`config.mk`:
```
export PLATFORM = sky130hd
export DESIGN_NAME = asc_device_flat
export DESIGN_NICKNAME = d
export VERILOG_FILES = /design/src/design/asc_pkg.sv /design/src/design/asc_link_if.sv /design/src/design/asc_device.sv /design/src/flat_wrapper.sv
export VERILOG_INCLUDE_DIRS = /design/src /design/src/design
export SDC_FILE = /design/constraint.sdc
export NUM_CORES = 1
export LEC_CHECK = 0
export ABC_AREA = 1
export BUFFER_PORTS_ARGS = -buffer_cell sky130_fd_sc_hd__buf_2
export CORE_UTILIZATION = 50
export DETAILED_ROUTE_END_ITERATION = 6
export PLACE_DENSITY = 0.76
export RECOVER_POWER = 50
export SLEW_MARGIN = 20
export SYNTH_ARGS = -nofsm -noshare
export SYNTH_HDL_FRONTEND = slang
export SYNTH_SLANG_ARGS = --single-unit
```
`constraint.sdc`:
```
create_clock -name CLOCK -period 5.9 [get_ports CLOCK]
set_input_delay 0.59 -clock CLOCK [delete_from_list [all_inputs] [get_ports CLOCK]]
set_output_delay 0.59 -clock CLOCK [all_outputs]
set_load 0.05 [all_outputs]
```
`src/design/asc_defs.svh`:
```
// Behaviour
// Request bytes 0-1 reserved, byte 2 read/write opcode
// Byte 3 size, 4-7 address, 8-15 payload
// Reply byte 0 mirrors status, byte 1 reserved
// Reply byte 2 echoes request opcode
// Reply bytes 4-7 echo target address
// Reply byte 3 size, 8-15 data or fault
// 1008 encoder reset: prepared, 5 s, incremental servo-off
// 100E offset tune: unprepared, power on, idle motor
// 1013 multiturn limit: prepared, incremental needs alarm
// Master selects service: write 2000, size 0002
// Normally accepted request sets status to 1
// Prepared services send 0002 to 2001 first
// Master starts service: 0001 to 2001
// 0000 to 2000 stops, acknowledged with 1
// Master sends stop after any error reply
// Ten seconds without request stops selected service
// Status 0,1,2,3 done/error codes, 255 executing
// Writing request starts processing; reply read separately
// Unknown service code answered with error, nothing starts
`ifndef ASC_DEFS_SVH
`define ASC_DEFS_SVH

// ==========================================================
// Message field positions (bit offsets, byte 0 in bits 7:0)
`define ASC_OP_LSB        8
`define ASC_OP_POS        16
`define ASC_SIZE_POS      24
`define ASC_ADDR_POS      32
`define ASC_DATA_POS      64
`define ASC_MSG_W         128

// ==========================================================
// Opcodes, addresses, payload values
`define ASC_OP_READ       8'h00
`define ASC_OP_WRITE      8'h01
`define ASC_ADDR_SELECT   32'h00002000
`define ASC_ADDR_STEP     32'h00002001
`define ASC_SIZE_WORD     8'h02
`define ASC_SIZE_NONE     8'h00
`define ASC_STEP_PREP     16'h0002
`define ASC_STEP_EXEC     16'h0001
`define ASC_SVC_STOP      16'h0000
`define ASC_SVC_ENC_RST   16'h1008
`define ASC_SVC_OFS_TUNE  16'h100E
`define ASC_SVC_MT_LIMIT  16'h1013

// ==========================================================
// Status values
`define ASC_ST_OK_NODATA  8'h00
`define ASC_ST_OK_DATA    8'h01
`define ASC_ST_ERR_NODATA 8'h02
`define ASC_ST_ERR_DATA   8'h03
`define ASC_ST_BUSY       8'hFF

// ==========================================================
// Fault codes placed in reply payload
`define ASC_F_OPCODE      16'h0001
`define ASC_F_ADDR        16'h0002
`define ASC_F_SIZE        16'h0003
`define ASC_F_SERVICE     16'h0004
`define ASC_F_SEQUENCE    16'h0005
`define ASC_F_CONDITION   16'h0006
`define ASC_F_VALUE       16'h0007
`define ASC_F_EXEC_TMO    16'h0008

// ==========================================================
// Timing
`define ASC_CLK_HZ        25000000
`define ASC_SEL_TMO_S     10
`define ASC_EXEC_TMO_S    5
`define ASC_TMR_W         28

`endif

```
`src/design/asc_pkg.sv`:
```
`include "asc_defs.svh"

package asc_pkg;

  // ==========================================================
  // Device sequence states
  typedef enum logic [1:0] {
    ASC_IDLE,
    ASC_SELECTED,
    ASC_PREPARED,
    ASC_RUNNING
  } asc_dev_state_e;

  // Master sequence states
  typedef enum logic [2:0] {
    ASC_M_IDLE,
    ASC_M_SEL,
    ASC_M_PREP,
    ASC_M_EXEC,
    ASC_M_STOP
  } asc_mst_state_e;

  typedef logic [`ASC_MSG_W-1:0] asc_msg_t;

  // Whole device state
  typedef struct packed {
    asc_dev_state_e         st;
    logic [15:0]            svc;
    logic                   pend;
    asc_msg_t               req;
    logic [7:0]             status;
    asc_msg_t               rsp;
    logic [`ASC_TMR_W-1:0]  tmr;
    logic                   start;
    logic                   abort;
    logic [4:0]             sync1;
    logic [4:0]             sync2;
  } asc_dev_s;

  // Whole master state
  typedef struct packed {
    asc_mst_state_e st;
    logic           valid;
    asc_msg_t       msg;
    logic           waiting;
    logic           seen_busy;
    logic [15:0]    svc;
    logic           had_err;
    logic           busy;
    logic           ok;
    logic           fail;
  } asc_mst_s;

  // ==========================================================
  // Services that want the preparation step
  function automatic logic asc_needs_prep(input logic [15:0] svc);
    return (svc == `ASC_SVC_ENC_RST) || (svc == `ASC_SVC_MT_LIMIT);
  endfunction

  // Build a request word
  function automatic asc_msg_t asc_make_req(input logic [7:0]  op,
                                            input logic [31:0] addr,
                                            input logic [7:0]  size,
                                            input logic [15:0] data);
    return {48'h000000000000, data, addr, size, op, 16'h0000};
  endfunction

endpackage

```
`src/design/asc_link_if.sv`:
```
`timescale 1ns/10ps

// ==========================================================
`include "asc_defs.svh"

// Request / reply link between master and drive
interface asc_link_if;
  logic                   req_valid;   // One-cycle request write strobe
  logic [`ASC_MSG_W-1:0]  req_msg;     // Request message
  logic [7:0]             rsp_status;  // Status entry
  logic [`ASC_MSG_W-1:0]  rsp_msg;     // Reply entry

  modport dev (
    input  req_valid,
    input  req_msg,
    output rsp_status,
    output rsp_msg
  );

  modport mst (
    output req_valid,
    output req_msg,
    input  rsp_status,
    input  rsp_msg
  );
endinterface

```
`src/design/asc_device.sv`:
```
`timescale 1ns/10ps
`include "asc_defs.svh"

// ==========================================================
// Drive end: interprets adjustment requests
module asc_device #(
  parameter logic [`ASC_TMR_W-1:0] SEL_CYCLES  = `ASC_TMR_W'(`ASC_SEL_TMO_S * `ASC_CLK_HZ),
  parameter logic [`ASC_TMR_W-1:0] EXEC_CYCLES = `ASC_TMR_W'(`ASC_EXEC_TMO_S * `ASC_CLK_HZ)
) (
  input  wire logic  CLOCK,
  input  wire logic  RESETN,
  asc_link_if.dev    LNK,
  input  wire logic  MAIN_POWER_ON,
  input  wire logic  SERVO_ON,
  input  wire logic  MOTOR_RUNNING,
  input  wire logic  INCREMENTAL_ENC,
  input  wire logic  MULTITURN_ALARM,
  input  wire logic  ADJ_DONE,
  output logic       ADJ_START,
  output logic       ADJ_ABORT,
  output logic [15:0] ADJ_SERVICE
);
  import asc_pkg::*;

  // ==========================================================
  // State
  asc_dev_s r;   // Registered state
  asc_dev_s n;   // Next state

  // Synchronised condition pins
  logic pwr_s;   // Main power present
  logic son_s;   // Servo on
  logic run_s;   // Motor turning
  logic inc_s;   // Incremental encoder fitted
  logic mta_s;   // Multiturn disagreement alarm

  assign pwr_s = r.sync2[0];
  assign son_s = r.sync2[1];
  assign run_s = r.sync2[2];
  assign inc_s = r.sync2[3];
  assign mta_s = r.sync2[4];

  // ==========================================================
  // Helpers
  // Reply word; byte 0 is patched with the status afterwards
  function automatic asc_msg_t build_reply(input asc_msg_t   req,
                                           input logic [7:0]  size,
                                           input logic [15:0] data);
    return {48'h000000000000, data,
            req[`ASC_ADDR_POS +: 32],
            size,
            req[`ASC_OP_POS +: 8],
            16'h0000};
  endfunction

  // Known service codes
  function automatic logic svc_known(input logic [15:0] svc);
    return (svc == `ASC_SVC_ENC_RST) || (svc == `ASC_SVC_OFS_TUNE) ||
           (svc == `ASC_SVC_MT_LIMIT);
  endfunction

  // Execution refused by machine conditions
  function automatic logic svc_refused(input logic [15:0] svc,
                                       input logic        pwr,
                                       input logic        son,
                                       input logic        run,
                                       input logic        inc,
                                       input logic        mta);
    logic bad;
    bad = 1'b0;
    unique case (svc)
      `ASC_SVC_ENC_RST:  bad = inc && son;
      `ASC_SVC_OFS_TUNE: bad = !pwr || son || run;
      `ASC_SVC_MT_LIMIT: bad = inc && !mta;
      default:           bad = 1'b1;
    endcase
    return bad;
  endfunction

  // ==========================================================
  // Next-state logic
  always_comb begin
    logic [7:0]  op;     // Request opcode
    logic [7:0]  sz;     // Request payload size
    logic [31:0] addr;   // Request target address
    logic [15:0] dat;    // First payload word
    logic [15:0] fault;  // Nonzero on refusal
    logic        rd;     // Read answered with data
    logic [15:0] rd_val; // Read data
    logic        held;   // Execution started, reply deferred
    op     = r.req[`ASC_OP_POS +: 8];
    sz     = r.req[`ASC_SIZE_POS +: 8];
    addr   = r.req[`ASC_ADDR_POS +: 32];
    dat    = r.req[`ASC_DATA_POS +: 16];
    fault  = 16'h0000;
    rd     = 1'b0;
    rd_val = 16'h0000;
    held   = 1'b0;

    n       = r;
    n.start = 1'b0;
    n.abort = 1'b0;
    n.pend  = 1'b0;
    // Two flip-flops ahead of any use of the pins
    n.sync1 = {MULTITURN_ALARM, INCREMENTAL_ENC, MOTOR_RUNNING, SERVO_ON, MAIN_POWER_ON};
    n.sync2 = r.sync1;

    // Shared down-counter for both timeouts
    if (r.tmr != '0) begin
      n.tmr = r.tmr - `ASC_TMR_W'(1);
    end

    // Counter expiry
    if (r.tmr == `ASC_TMR_W'(1)) begin
      if (r.st == ASC_RUNNING) begin
        // Engine overran its time budget
        n.st     = ASC_IDLE;
        n.abort  = 1'b1;
        n.status = `ASC_ST_ERR_DATA;
        n.rsp    = build_reply(r.req, `ASC_SIZE_WORD, `ASC_F_EXEC_TMO);
      end else if (r.st != ASC_IDLE && !r.pend) begin
        // Selection left idle too long; a request taken just now wins
        n.st    = ASC_IDLE;
        n.abort = 1'b1;
      end
    end

    // Engine finished normally
    if (r.st == ASC_RUNNING && ADJ_DONE) begin
      n.st     = ASC_IDLE;
      n.tmr    = '0;
      n.status = `ASC_ST_OK_DATA;
      n.rsp    = build_reply(r.req, `ASC_SIZE_NONE, 16'h0000);
    end

    // ==========================================================
    // Interpret the request captured last cycle
    if (r.pend) begin
      if (op == `ASC_OP_READ) begin
        // Reads report the selection and sequence step
        if (addr == `ASC_ADDR_SELECT) begin
          rd     = 1'b1;
          rd_val = r.svc;
        end else if (addr == `ASC_ADDR_STEP) begin
          rd     = 1'b1;
          rd_val = {14'h0000, r.st};
        end else begin
          fault = `ASC_F_ADDR;
        end
      end else if (op != `ASC_OP_WRITE) begin
        fault = `ASC_F_OPCODE;
      end else if (sz != `ASC_SIZE_WORD) begin
        fault = `ASC_F_SIZE;
      end else if (addr == `ASC_ADDR_SELECT) begin
        if (dat == `ASC_SVC_STOP) begin
          // Stop is legal in any step
          n.abort = (r.st != ASC_IDLE);
          n.st    = ASC_IDLE;
        end else if (r.st != ASC_IDLE) begin
          fault = `ASC_F_SEQUENCE;
        end else if (!svc_known(dat)) begin
          fault = `ASC_F_SERVICE;
        end else begin
          n.st  = ASC_SELECTED;
          n.svc = dat;
        end
      end else if (addr == `ASC_ADDR_STEP) begin
        if (dat == `ASC_STEP_PREP) begin
          // Preparation only for services that want it
          if (r.st == ASC_SELECTED && asc_needs_prep(r.svc)) begin
            n.st = ASC_PREPARED;
          end else begin
            fault = `ASC_F_SEQUENCE;
          end
        end else if (dat == `ASC_STEP_EXEC) begin
          if (!((r.st == ASC_PREPARED) ||
                (r.st == ASC_SELECTED && !asc_needs_prep(r.svc)))) begin
            fault = `ASC_F_SEQUENCE;
          end else if (svc_refused(r.svc, pwr_s, son_s, run_s, inc_s, mta_s)) begin
            fault = `ASC_F_CONDITION;
          end else begin
            n.st    = ASC_RUNNING;
            n.start = 1'b1;
            held    = 1'b1;
          end
        end else begin
          fault = `ASC_F_VALUE;
        end
      end else begin
        fault = `ASC_F_ADDR;
      end

      // Status and reply for this request
      if (held) begin
        n.status = `ASC_ST_BUSY;
        n.tmr    = EXEC_CYCLES;
      end else if (fault != 16'h0000) begin
        n.status = `ASC_ST_ERR_DATA;
        n.rsp    = build_reply(r.req, `ASC_SIZE_WORD, fault);
      end else if (rd) begin
        n.status = `ASC_ST_OK_DATA;
        n.rsp    = build_reply(r.req, `ASC_SIZE_WORD, rd_val);
      end else begin
        n.status = `ASC_ST_OK_DATA;
        n.rsp    = build_reply(r.req, `ASC_SIZE_NONE, 16'h0000);
      end

      // A request leaving the drive selected or prepared restarts the selection watchdog
      if (n.st == ASC_SELECTED || n.st == ASC_PREPARED) begin
        n.tmr = SEL_CYCLES;
      end else if (n.st == ASC_IDLE) begin
        n.tmr = '0;
      end
    end

    // ==========================================================
    // A written request is taken and shown busy
    if (LNK.req_valid) begin
      n.req    = LNK.req_msg;
      n.pend   = 1'b1;
      n.status = `ASC_ST_BUSY;
    end

    // Reply byte 0 always tracks the status entry
    n.rsp[7:0]  = n.status;
    n.rsp[15:8] = 8'h00;
  end

  // ==========================================================
  // State register
  always_ff @(posedge CLOCK or negedge RESETN) begin
    if (!RESETN) begin
      r <= '{st: ASC_IDLE, default: '0};
    end else begin
      r <= n;
    end
  end

  // Outputs straight from state
  assign LNK.rsp_status = r.status;
  assign LNK.rsp_msg    = r.rsp;
  assign ADJ_START      = r.start;
  assign ADJ_ABORT      = r.abort;
  assign ADJ_SERVICE    = r.svc;

endmodule

```
`src/flat_wrapper.sv`:
```
// flat-port wrapper written by rule: the top's interface ports become plain ports
module asc_device_flat import asc_pkg::*;
#(
  parameter logic [`ASC_TMR_W-1:0] SEL_CYCLES  = `ASC_TMR_W'(`ASC_SEL_TMO_S * `ASC_CLK_HZ),
  parameter logic [`ASC_TMR_W-1:0] EXEC_CYCLES = `ASC_TMR_W'(`ASC_EXEC_TMO_S * `ASC_CLK_HZ)
)
  (CLOCK, RESETN, MAIN_POWER_ON, SERVO_ON, MOTOR_RUNNING, INCREMENTAL_ENC, MULTITURN_ALARM, ADJ_DONE, ADJ_START, ADJ_ABORT, ADJ_SERVICE, LNK_req_valid, LNK_req_msg, LNK_rsp_status, LNK_rsp_msg);
  asc_link_if LNK_i ();
  input  wire logic CLOCK;
  input  wire logic RESETN;
  input  wire logic MAIN_POWER_ON;
  input  wire logic SERVO_ON;
  input  wire logic MOTOR_RUNNING;
  input  wire logic INCREMENTAL_ENC;
  input  wire logic MULTITURN_ALARM;
  input  wire logic ADJ_DONE;
  output logic ADJ_START;
  output logic ADJ_ABORT;
  output logic [15:0] ADJ_SERVICE;
  input wire logic [$bits(LNK_i.req_valid)-1:0] LNK_req_valid;
  input wire logic [$bits(LNK_i.req_msg)-1:0] LNK_req_msg;
  output wire logic [$bits(LNK_i.rsp_status)-1:0] LNK_rsp_status;
  output wire logic [$bits(LNK_i.rsp_msg)-1:0] LNK_rsp_msg;
  assign LNK_i.req_valid = LNK_req_valid;
  assign LNK_i.req_msg = LNK_req_msg;
  assign LNK_rsp_status = LNK_i.rsp_status;
  assign LNK_rsp_msg = LNK_i.rsp_msg;
  asc_device #(.SEL_CYCLES(SEL_CYCLES), .EXEC_CYCLES(EXEC_CYCLES)) u_core (.CLOCK(CLOCK), .RESETN(RESETN), .LNK(LNK_i), .MAIN_POWER_ON(MAIN_POWER_ON), .SERVO_ON(SERVO_ON), .MOTOR_RUNNING(MOTOR_RUNNING), .INCREMENTAL_ENC(INCREMENTAL_ENC), .MULTITURN_ALARM(MULTITURN_ALARM), .ADJ_DONE(ADJ_DONE), .ADJ_START(ADJ_START), .ADJ_ABORT(ADJ_ABORT), .ADJ_SERVICE(ADJ_SERVICE));
endmodule
```
==> impl_metrics.tcl <==
set metrics [dict create \
    cp_slowest_cell "clkbuf_1" \
    initial_utilization 0.5120 \
    ios 291 \
    row_count 55 \
    max_slew_margin -1.409 \
    syn_inst 1366 \
    dr.pass1.iters 6 \
    die_w_um 154.5 \
    path_class "in -> async" \
    grt_pass1_wl_um 40850 \
    crit_arrival_ns 3.80 \
    numCtsBuffers 26 \
    max_freq_mhz 249.9 \
    setup_viol 0 \
    clock_sinks 238 \
    drv_cap 2 \
    drive_gt1_frac 0.2010 \
    dp_hpwl_um 17480 \
    nets 1578 \
    power_mw 4.009 \
    clkTransAtPathRegs_ns 0.06 \
    grt_pass1_vias 8336 \
    avgRoutedWirePerCell_um 14.12 \
    hold_viol 0 \
    core-area_sq_um 22710 \
    skew_ns 0.01911 \
    yosysWarnings 0 \
    reg2reg_setup_slack_ns 2.17 \
    viasPerCell 4.928 \
    ff_latch_area_sq_um 5956 \
    htreeDepth 1 \
    drtAntennaViolNets 0 \
    synth_area_per_cell_sq_um 8.512 \
    cp-end-kind "asynchronous set/reset pin" \
    cts_root_buf "clkbuf_16" \
    crit_chain "buf_8 > clkbuf_1" \
    maxSlewViolCount 133 \
    multiInputGateArea_sq_um 3612 \
    p_leak_nw 6.353 \
    route.detailed.drc 0 \
    tightestPinTransition_ns 3.613 \
    synthFlopType "dfrtp_1" \
    cp.required_ns 5.70 \
    post_cts_buffers 0 \
    min_path_type "in -> async" \
    syn_area_sq_um 11630 \
    cts_resized 0 \
    tns_ns 0 \
    synth_seq_cells 238 \
    reg2reg_from "u_core.r[20]" \
    status "finished, violations left" \
    synth-edff-count 0 \
    ys_async_sr_fraction 1.000 \
    cp_top_family "buffers and inverters" \
    fin_crit_ns 4.002 \
    critPathMaxFanout 109 \
    num-fill-cells 2120 \
    synth_cell_types 45 \
    vias 8570 \
    grt_usage 0.2107 \
    crit_buf_inv 2 \
    clock_latency_ns 0.53 \
    antenna_found_initial 1 \
    slowest_delay_ns 2.58 \
    critPathLaunchType "input port" \
    port_buffers 218 \
    rsz0062_at_grt "no" \
    ir_drop_v 0.0002082 \
    grt-ovfl-total 0 \
    grt_max_degree 129 \
    fin_cells 1739 \
    gp_congestion 0.8892 \
    dieHeight_um 154.5 \
    clockBufferDepth 3 \
    syn_to_final_growth_pct 8.974 \
    final_util 0.5580 \
    hold_buffers 0 \
    violations "max-capacitance violations, max-slew violations" \
    wl_um 24550 \
    post-place-cells 1693 \
    startpoint "RESETN" \
    fin_crit_sh 0.6783 \
    ys_seq_area_frac 0.5122 \
    cts_tree "yes" \
    hold_ws_ns 0.07658 \
    dieArea_sq_um 23870 \
    power_density_nw_per_um2 316.4 \
    initialDrtViolationCount 508 \
]
==> logic make-up after synthesis <==
| logic type | Yosys count | synth area share |
|---|---|---|
| compound gates | 162 | 0.08275 |
| xor+xnor | 14 | 0.01054 |
| fa+ha+maj | 5 | 0.005380 |
| buf+inv | 381 | 0.1794 |
| flops | 238 | 0.5122 |
| other cells | 1 | 0.0003225 |
| simple gates | 565 | 0.2094 |
==> registers in the layout (all words and copies together), names as in the netlist <==
signal                 cells
u_core.inc_s               1
u_core.ADJ_START           1
u_core.LNK.rsp_msg       112
u_core.ADJ_SERVICE        16
u_core.n                   5
u_core.ADJ_ABORT           1
u_core.mta_s               1
u_core.r                  97
u_core.LNK.rsp_status      3
u_core.pwr_s               1
==> final timing paths <==
path	cells past startpoint	endpoint
min reg2reg	0	u_core.r[1]
min in group CLOCK	1	u_core.n[3]
max reg2reg	17	u_core.r[23]
max	2	u_core.pwr_s
max in group CLOCK	17	u_core.r[23]
min	1	u_core.LNK.rsp_msg[95]
==> power by group <==
group | switching [mW] | internal (mW)
logic | 0.374 | 0.120
clock network | 0.652 | 1.09
registers | 0.0505 | 1.72
==> metal layers <==
| metal | wire length (um) | GRT usage |
|---|---|---|
| met1 | 11370 | 0.2843 |
| met2 | 11230 | 0.3499 |
| met5 | 0 | 0 |
| met3 | 1305 | 0.03586 |
| met4 | 645 | 0.06035 |
==> cells in the final DEF (no fill, tap or decap), types with 2 or more instances in the layout <==
master,Yosys,routed
a21oi_1,9,9
buf_2,6,183
bufinv_16,0,6
clkbuf_1,17,37
clkbuf_16,0,26
clkbuf_8,0,2
clkinv_2,0,7
clkinvlp_4,0,2
conb_1,1,8
dfrtp_1,238,238
ha_1,5,5
inv_1,184,184
inv_2,9,8
nand2_1,246,246
nand2_2,13,13
nand3_1,50,50
nand3b_1,4,4
nand4_1,33,33
nor2_1,169,169
nor2_2,2,2
nor2_4,3,3
nor3_1,29,29
nor3b_1,2,2
nor4_1,9,9
o211ai_1,3,3
o21ai_0,87,87
o21ai_1,20,20
o21ai_2,30,30
o22ai_1,3,3
o31ai_1,3,3
xnor2_1,4,4
xor2_1,10,10
==> stage by stage <==
step | setup slack, ns | area (sq um)
final | 1.898 | 12670
after global routing | 1.007 | 12670
after CTS | 2.194 | 12710
after detailed placement | 2.224 | 11790
after global placement | 2.247 | 11790
after floorplan | 3.076 | 11650
==> final cells by class <==
| type | instances | share of cell area |
|---|---|---|
| Clock inverter | 15 | 0.01906 |
| Antenna cell | 1 | 0.0001975 |
| Tap cell | 285 | 0.02814 |
| Sequential cell | 238 | 0.4700 |
| Timing Repair Buffer | 221 | 0.08532 |
| Multi-Input combinational cell | 754 | 0.2851 |
| Clock buffer | 30 | 0.05411 |
| Inverter | 195 | 0.05806 |
==> synthesized netlist by cell type, types with 4 or more instances <==
cell type | count | area (sq um)
clkbuf_1 | 17 | 63.81
buf_2 | 6 | 30.03
o21ai_2 | 30 | 262.8
inv_1 | 184 | 690.7
a21oi_1 | 9 | 45.04
nand2_1 | 246 | 923.4
nand3b_1 | 4 | 30.03
nor3_1 | 29 | 145.1
nor4_1 | 9 | 56.30
xnor2_1 | 4 | 35.03
xor2_1 | 10 | 87.58
ha_1 | 5 | 62.56
nand4_1 | 33 | 206.5
o21ai_0 | 87 | 435.4
nor2_1 | 169 | 634.4
buf_8 | 4 | 60.06
inv_2 | 9 | 33.78
buf_4 | 154 | 1156
dfrtp_1 | 238 | 5956
nand2_2 | 13 | 81.33
o21ai_1 | 20 | 100.1
nand3_1 | 50 | 250.2
(Power assumes the default switching activity.)
